==> config.mk <==
export PLATFORM = sky130hd
export DESIGN_NAME = loopback_code_irq
export DESIGN_NICKNAME = d
export VERILOG_FILES = /design/src/loopback_code_pkg.sv /design/src/code_change_if.sv /design/src/code_change_tracker.sv /design/src/loopback_code_irq.sv
export VERILOG_INCLUDE_DIRS = /design/src
export SDC_FILE = /design/constraint.sdc
export NUM_CORES = 1
export LEC_CHECK = 0
export ABC_AREA = 1
export BUFFER_PORTS_ARGS = -buffer_cell sky130_fd_sc_hd__buf_2
export CAP_MARGIN = 20
export CORE_MARGIN = 2
export CORE_UTILIZATION = 44
export CTS_CLUSTER_SIZE = 14
export DETAILED_ROUTE_END_ITERATION = 12
export GPL_TIMING_DRIVEN = 1
export PLACE_DENSITY = 0.83
export SYNTH_ARGS = -nofsm -noshare
export SYNTH_HDL_FRONTEND = slang
export SYNTH_SLANG_ARGS = --single-unit
==> constraint.sdc <==
create_clock -name ref_clk_i -period 1 [get_ports ref_clk_i]
set_input_delay 0.1 -clock ref_clk_i [delete_from_list [all_inputs] [get_ports ref_clk_i]]
set_output_delay 0.1 -clock ref_clk_i [all_outputs]
set_load 0.05 [all_outputs]
==> src/loopback_code_defines.svh <==
`ifndef LOOPBACK_CODE_DEFINES_SVH
`define LOOPBACK_CODE_DEFINES_SVH

// register bus widths
`define LBC_ADDR_W            8
`define LBC_DATA_W            8

// register offsets (low byte of the channel address)
`define LBC_ENABLE_OFS        8'h21
`define LBC_STATUS_OFS        8'h22

// status field positions
`define LBC_BIT_ACT_PRESENT   3
`define LBC_BIT_DEACT_PRESENT 2
`define LBC_BIT_ACT_FLAG      1
`define LBC_BIT_DEACT_FLAG    0

// enable field positions
`define LBC_BIT_ACT_EN        1
`define LBC_BIT_DEACT_EN      0

// reset values
`define LBC_ENABLE_RESET      2'h0
`define LBC_STATUS_RESET      8'h00

// number of tracked codes
`define LBC_NUM_CODES         2

`endif

==> src/loopback_code_pkg.sv <==
package loopback_code_pkg;

  // one byte of register data
  typedef logic [7:0] reg_byte_t;

  // code index; the value is the flag bit and the enable bit of that code
  typedef enum logic [0:0] {
    CODE_DEACT,
    CODE_ACT
  } code_sel_t;

  // per-code enable and flag vectors, indexed by code_sel_t
  typedef logic [1:0] code_vec_t;

endpackage

==> src/code_change_if.sv <==
`timescale 1ns/1ns
// signals between the register logic and one code tracker
interface code_change_if;
  logic present;
  logic flag;
  logic change;
  logic clear;

  modport tracker (
    output present,
    output flag,
    output change,
    input  clear
  );

  modport ctrl (
    input  present,
    input  flag,
    input  change,
    output clear
  );
endinterface

==> src/code_change_tracker.sv <==
`timescale 1ns/1ns
// follows one code: present state, change pulse and sticky change flag
module code_change_tracker (
  // clock and reset
  input  wire logic      ref_clk_i,
  input  wire logic      sys_rst_i,
  // detector side
  input  wire logic      match_i,
  input  wire logic      detect_en_i,
  // register side
  code_change_if.tracker link
);

  logic next_present;
  logic edge_seen;

  // presence counts only while detection of this code is enabled
  assign next_present = match_i & detect_en_i;
  assign edge_seen    = next_present ^ link.present;

  // present state register
  always_ff @(posedge ref_clk_i or posedge sys_rst_i) begin
    if (sys_rst_i) begin
      link.present <= 1'b0;
    end else begin
      link.present <= next_present;
    end
  end

  // change on both the start and the end of detection
  always_ff @(posedge ref_clk_i or posedge sys_rst_i) begin
    if (sys_rst_i) begin
      link.change <= 1'b0;
    end else begin
      link.change <= edge_seen;
    end
  end

  // sticky flag; a new change beats a clear in the same cycle
  always_ff @(posedge ref_clk_i or posedge sys_rst_i) begin
    if (sys_rst_i) begin
      link.flag <= 1'b0;
    end else if (edge_seen) begin
      link.flag <= 1'b1;
    end else if (link.clear) begin
      link.flag <= 1'b0;
    end
  end

endmodule

==> src/loopback_code_irq.sv <==
`timescale 1ns/1ns
`include "loopback_code_defines.svh"
// Contract
// - enable bit 1 gates activation change interrupt
// - enable bit 0 gates deactivation change interrupt
// - change event on detection start and stop
// - interrupt only when matching enable bit set
// - status bit 3 shows activation code present
// - status bit 2 shows deactivation code present
// - status bit 1 latches activation change, read clears
// - status bit 0 latches deactivation change, read clears
// - status bits 7-4, enable 7-2 reserved
module loopback_code_irq
  import loopback_code_pkg::*;
#(
  parameter int ADDR_W = `LBC_ADDR_W
) (
  // clock and reset
  input  wire logic              ref_clk_i,
  input  wire logic              sys_rst_i,
  // register port
  input  wire logic [ADDR_W-1:0] addr_i,
  input  wire logic [7:0]        wdata_i,
  input  wire logic              wr_i,
  input  wire logic              rd_i,
  output logic      [7:0]        rdata_o,
  // code detector
  input  wire logic              act_match_i,
  input  wire logic              act_detect_en_i,
  input  wire logic              deact_match_i,
  input  wire logic              deact_detect_en_i,
  // state toward the rest of the framer
  output logic                   act_code_present_o,
  output logic                   deact_code_present_o,
  output logic                   act_change_o,
  output logic                   deact_change_o,
  // interrupt request
  output logic                   irq_o
);

  // per-code links to the trackers
  code_change_if chg [`LBC_NUM_CODES] ();

  code_vec_t irq_en;
  code_vec_t flags;
  code_vec_t present;
  code_vec_t changes;
  code_vec_t clr;
  code_vec_t match_vec;
  code_vec_t det_en_vec;
  logic      sel_status;
  logic      sel_enable;
  reg_byte_t next_rdata;

  // address decode; only the two offsets answer
  assign sel_status = (addr_i == ADDR_W'(`LBC_STATUS_OFS));
  assign sel_enable = (addr_i == ADDR_W'(`LBC_ENABLE_OFS));

  // detector inputs ordered by code index
  assign match_vec[CODE_ACT]    = act_match_i;
  assign match_vec[CODE_DEACT]  = deact_match_i;
  assign det_en_vec[CODE_ACT]   = act_detect_en_i;
  assign det_en_vec[CODE_DEACT] = deact_detect_en_i;

  // clear by reading the status register, or by writing a one to the flag
  always_comb begin
    for (int i = 0; i < `LBC_NUM_CODES; i++) begin
      clr[i] = (rd_i & sel_status) | (wr_i & sel_status & wdata_i[i]);
    end
  end

  // one tracker per code
  generate
    for (genvar g = 0; g < `LBC_NUM_CODES; g++) begin : gen_code
      code_change_tracker u_tracker (
        .ref_clk_i   (ref_clk_i),
        .sys_rst_i   (sys_rst_i),
        .match_i     (match_vec[g]),
        .detect_en_i (det_en_vec[g]),
        .link        (chg[g].tracker)
      );
      assign chg[g].clear = clr[g];
      assign flags[g]     = chg[g].flag;
      assign present[g]   = chg[g].present;
      assign changes[g]   = chg[g].change;
    end
  endgenerate

  // enable register; reserved bits 7-2 are not stored
  always_ff @(posedge ref_clk_i or posedge sys_rst_i) begin
    if (sys_rst_i) begin
      irq_en <= `LBC_ENABLE_RESET;
    end else if (wr_i && sel_enable) begin
      irq_en[`LBC_BIT_ACT_EN]   <= wdata_i[`LBC_BIT_ACT_EN];
      irq_en[`LBC_BIT_DEACT_EN] <= wdata_i[`LBC_BIT_DEACT_EN];
    end
  end

  // read mux; reserved bits and unmapped offsets read zero
  always_comb begin
    next_rdata = `LBC_STATUS_RESET;
    if (sel_status) begin
      next_rdata[`LBC_BIT_ACT_PRESENT]   = present[CODE_ACT];
      next_rdata[`LBC_BIT_DEACT_PRESENT] = present[CODE_DEACT];
      next_rdata[`LBC_BIT_ACT_FLAG]      = flags[CODE_ACT];
      next_rdata[`LBC_BIT_DEACT_FLAG]    = flags[CODE_DEACT];
    end else if (sel_enable) begin
      next_rdata[`LBC_BIT_ACT_EN]        = irq_en[CODE_ACT];
      next_rdata[`LBC_BIT_DEACT_EN]      = irq_en[CODE_DEACT];
    end
  end

  // read data stand only in the cycle after the strobe
  always_ff @(posedge ref_clk_i or posedge sys_rst_i) begin
    if (sys_rst_i) begin
      rdata_o <= `LBC_STATUS_RESET;
    end else if (rd_i) begin
      rdata_o <= next_rdata;
    end else begin
      rdata_o <= `LBC_STATUS_RESET;
    end
  end

  // level request; registered so the pin never glitches on a clear
  always_ff @(posedge ref_clk_i or posedge sys_rst_i) begin
    if (sys_rst_i) begin
      irq_o <= 1'b0;
    end else begin
      irq_o <= |(flags & irq_en);
    end
  end

  // present and change copies toward the framer
  always_ff @(posedge ref_clk_i or posedge sys_rst_i) begin
    if (sys_rst_i) begin
      act_code_present_o   <= 1'b0;
      deact_code_present_o <= 1'b0;
      act_change_o         <= 1'b0;
      deact_change_o       <= 1'b0;
    end else begin
      act_code_present_o   <= present[CODE_ACT];
      deact_code_present_o <= present[CODE_DEACT];
      act_change_o         <= changes[CODE_ACT];
      deact_change_o       <= changes[CODE_DEACT];
    end
  end

endmodule

; ---- Word-level counts from Yosys, hierarchy flattened
; Index checks and enable logic that the tools add are counted.
[totals]
register_bits = 21
in_bits = 24
out_inout_bits = 13
wordCells = 38
[op_classes]
eq_ne = 2
muxes = 8
n_bitwise = 11
n_reduce_logical = 4
[op_table]
columns = cell, count
row1 = $eq 8x6->1 const B, 2
row2 = $and 1x1->1, 6
row3 = $mux 2, 3
row4 = $mux 1, 4
row5 = $mux 4, 1
row6 = $reduce_bool 2->1, 2
row7 = $and 2x2->2, 1
row8 = $or 1x1->1, 2
row9 = $reduce_or 2->1, 1
row10 = $xor 1x1->1, 2
row11 = $logic_and 1x1->1, 1

; ---- Longest topological paths before layout
[depth]
word_depth = 6
mapped_depth = 8
mapped_depth_nobuf = 8

; ---- Modules after synthesis
; Synthesis repeated with hierarchy kept, for this count alone.
[hier_totals]
cells_unflattened = 89
area_unflattened_um2 = 822.0
[by_module_without_submodules]
columns = mod, instances, cells_per_inst, area_each_um2, seq_area_each_um2
row1 = loopback_code_irq, 1, 63, 576.8, 275.3
row2 = code_change_tracker, 2, 13, 122.6, 75.1

; ---- Worst setup path before layout
; OpenSTA, ideal clock, no wires.
[synth_timing]
path_kind = input port to flip-flop
startpoint = in addr_i[0]
endpoint = reg gen_code[0].u_tracker.link.flag
setup_time_ns = 0.116
t_arrival_ns = 0.652
t_required_ns = 0.884
setup_slack_ns = 0.231
path_stages = 8
cell_sequence = inv_1 > nand2_2 > nor2_4 > nand2_2 > nor2_4 > nand2_1 > nand2_1 > nand2_1
[synth_between]
elab_chain_cells = 5
elab_cells_between_ends = 6
[synth_rtl]
columns = element, line_no
row1 = "start, declared", loopback_code_irq.sv:22  ; input wire logic [ADDR_W-1:0] addr_i,
row2 = $eq 8x6->1 (*), loopback_code_irq.sv:56  ; assign sel_status = (addr_i == ADDR_W'(`LBC_STATUS_OFS));
row3 = $and 1x1->1 (2 in a row), loopback_code_irq.sv:68  ; clr[i] = (rd_i & sel_status) | (wr_i & sel_status & wdata_i[i]);
row4 = $or 1x1->1 (*), loopback_code_irq.sv:68
row5 = $reduce_bool 2->1 (no line) (*), n/a
row6 = "end signal, assigned", code_change_tracker.sv:42  ; link.flag <= 1'b0;
row7 = "end signal, assigned", code_change_tracker.sv:44  ; link.flag <= 1'b1;
row8 = "end signal, assigned", code_change_tracker.sv:46  ; link.flag <= 1'b0;
row9 = "end, declared", code_change_if.sv:11  ; output flag,
; Every way passes the cells marked *; elsewhere a longest branch is shown, timed or not.
; A chain may end at the register's enable or synchronous reset.

; ---- Worst setup path in the final report
[layout_timing]
startpoint = reg irq_o
endpoint = out irq_o
[layout_rtl]
columns = element, line_no
row1 = "start, declared", loopback_code_irq.sv:38  ; output logic irq_o
row2 = "start signal, assigned", loopback_code_irq.sv:129  ; irq_o <= |(flags & irq_en);
; No word-level cell between the ends.

==> run summary <==
die height = 45.9 µm
H-Tree Depth = 1
RSZ-0062 raised after global routing = false
multi-input combinational cell area = 254 µm²
Die X-Extent = 45.9 µm
Core ar. = 1690 µm²
I/O pin total = 37
fin. max-slew vios = 0
Synth Register Bits = 17
n_diodes = 0
Final Util = 0.576
via count = 586
Starting Density = 0.458
clock sinks = 17
Mean Syn Cell Area = 9.43 µm²
DP Wirelength = 1080 µm
Tcrit/Tclk final = 0.971
DIE AREA = 2110 µm²
Critical Path RT = 0.90 ns
Starting DRT DRC Count = 3
Final Hold Fails = 0
Final min period = 0.971 ns
setup TNS = 0 ns
Port Buffer Count = 26
first-pass GRT wire length = 2210 µm
startpoint types = flop
PnR worst setup slack = 0.0292 ns
std cell rows = 15
final setup fails = 0
Ys Warns = 0
crit path max-delay cell type = dfrtp_1
Clock Tree Buf Depth = 2
Worst EP arrival = 0.87 ns
Crit path max-delay family = flip-flops
Power Total = 1.33 mW
CP bufs+invs = 1
clk_lat worst skew = 0.30 ns
CTS Buf Count = 3
Detailed Routing Iterations Pass 1 = 4
Clock Skew = 0.00423 ns
Max VDD drop = 0.644 mV
commonest cells after routing, fill and taps aside = inv_1 (17), nand2_1 (17), dfrtp_1 (17), buf_2 (17), buf_4 (7)
root buf cell = clkbuf_4
largest net degree at the start of global routing = 18
CTS clk-pin slew, worst paths = 0.09 ns
Min-Delay Path Class = primary input to flop
DRC Markers = 0
Peak Freq = 1030 MHz
Worst Path Class, Setup = flop to primary output
post-synthesis sequential area ratio = 0.550
number of max-cap violations = 0
Synth cell types = 16
CP Max Fanout = 1
number of global-route vias before repair = 578
dpl ws = 0.0505 ns
Routed WL per cell = 10.2 µm
CP cell instances = clkbuf_4
Power Density = 1370 nW/µm²
static leakage = 0.560 nW
vias per cell = 4.51
Post-Syn Instances = 82
worst hold slack = 0.00943 ns
RD Place Congestion = 0.695
Worst Setup End Kind = primary output
Antenna Nets Post-Route = 0
Total GRT Usage = 0.160
share of layout cells above drive strength 1 = 0.407
outcome = finished, final reports clean
GRT overflow = 0
CTS tree = done
filler cell count = 142
layout overhead on the synthesized area = 25.9%
Mapped Area = 773 µm²
Register Area = 425 µm²
Post-layout nets = 138
Post-Route WL = 1330 µm
initial antenna violation count = 0
Crit path largest cell delay = 0.37 ns
## report_power, final
group	total [mW]	switching [mW]	leakage (nW)	internal (mW)
registers	0.731	0.0118	0.215	0.719
clock network	0.369	0.219	0.0177	0.149
logic	0.235	0.165	0.327	0.0700
## through the flow
step           cells  instance area (µm²)
6_report         130                  973
5_1_grt          130                  973
4_1_cts          130                  953
3_5_place_dp     125                  913
3_3_place_gp     125                  913
2_1_floorplan     85                  785
## metal layers
layer  global-route usage  part of all wire  vias up
met4                0.120             0.047        0
li1                     -                 -      289
met5                    0                 0        -
met2                0.289              0.57       19
met1                0.138              0.33      273
met3               0.0595             0.053        5
## cell families (layout without fill, tap and decap cells)
kind of cell	after synthesis	in the layout	synth area share
DFF	17	17	0.550
xor gates and xnor gates	2	2	0.0227
and+or+nand+nor	35	35	0.262
buffers and inverters	24	52	0.136
AOI/OAI and AO/OA	3	3	0.0243
other	1	4	0.00485
## final timing paths
kind,cells past startpoint,end,slack (ns),start
worst max-delay path,1,irq_o,0.03,irq_o
worst min-delay path,3,irq_en[0],0.009,wdata_i[0]
worst max register to register,4,gen_code[1].u_tracker.link.flag,0.16,gen_code[1].u_tracker.link.present
worst min register to register,0,deact_change_o,0.36,gen_code[0].u_tracker.link.change
max in group asynchronous,4,rdata_o[0],0.49,sys_rst_i
min in group asynchronous,4,act_code_present_o,0.33,sys_rst_i
## Yosys cell counts, drive strengths merged
| master | instances | area [µm²] |
|---|---|---|
| nand2 | 22 | 95.1 |
| inv | 20 | 75.1 |
| dfrtp | 17 | 425 |
| nor2 | 8 | 60.1 |
| buf | 4 | 30.0 |
| nand3 | 4 | 37.5 |
| o21ai | 2 | 10.0 |
| xor2 | 2 | 17.5 |
| a22o | 1 | 8.76 |
| conb | 1 | 3.75 |
| nor3 | 1 | 10.0 |
## area by class of cell
type	count	area share
Sequential cell	17	0.437
Clock inverter	1	0.00514
Timing Repair Buffer	28	0.175
Inverter	20	0.0771
Tap cell	17	0.0219
Multi-Input combinational cell	44	0.261
Clock buffer	3	0.0231
## registers in the layout, indices dropped and copies added (netlist names)
signal	count
rdata_o	4
gen_code.u_tracker.link.change	2
gen_code.u_tracker.link.flag	2
gen_code.u_tracker.link.present	2
irq_en	2
act_change_o	1
act_code_present_o	1
deact_change_o	1
deact_code_present_o	1
irq_o	1
## timing repair
| action | in CTS | in global routing |
|---|---|---|
| endpoints found under the setup margin | 1 | 8 |
| setup buffers | 0 | 0 |
| resized for setup | 1 | 13 |
| pin swaps | 0 | 0 |
| hold buffers | 1 | 0 |
| endpoints found under the hold margin | 17 | 0 |
| cloned | 0 | 0 |
Power figures use the tool's default switching activity.
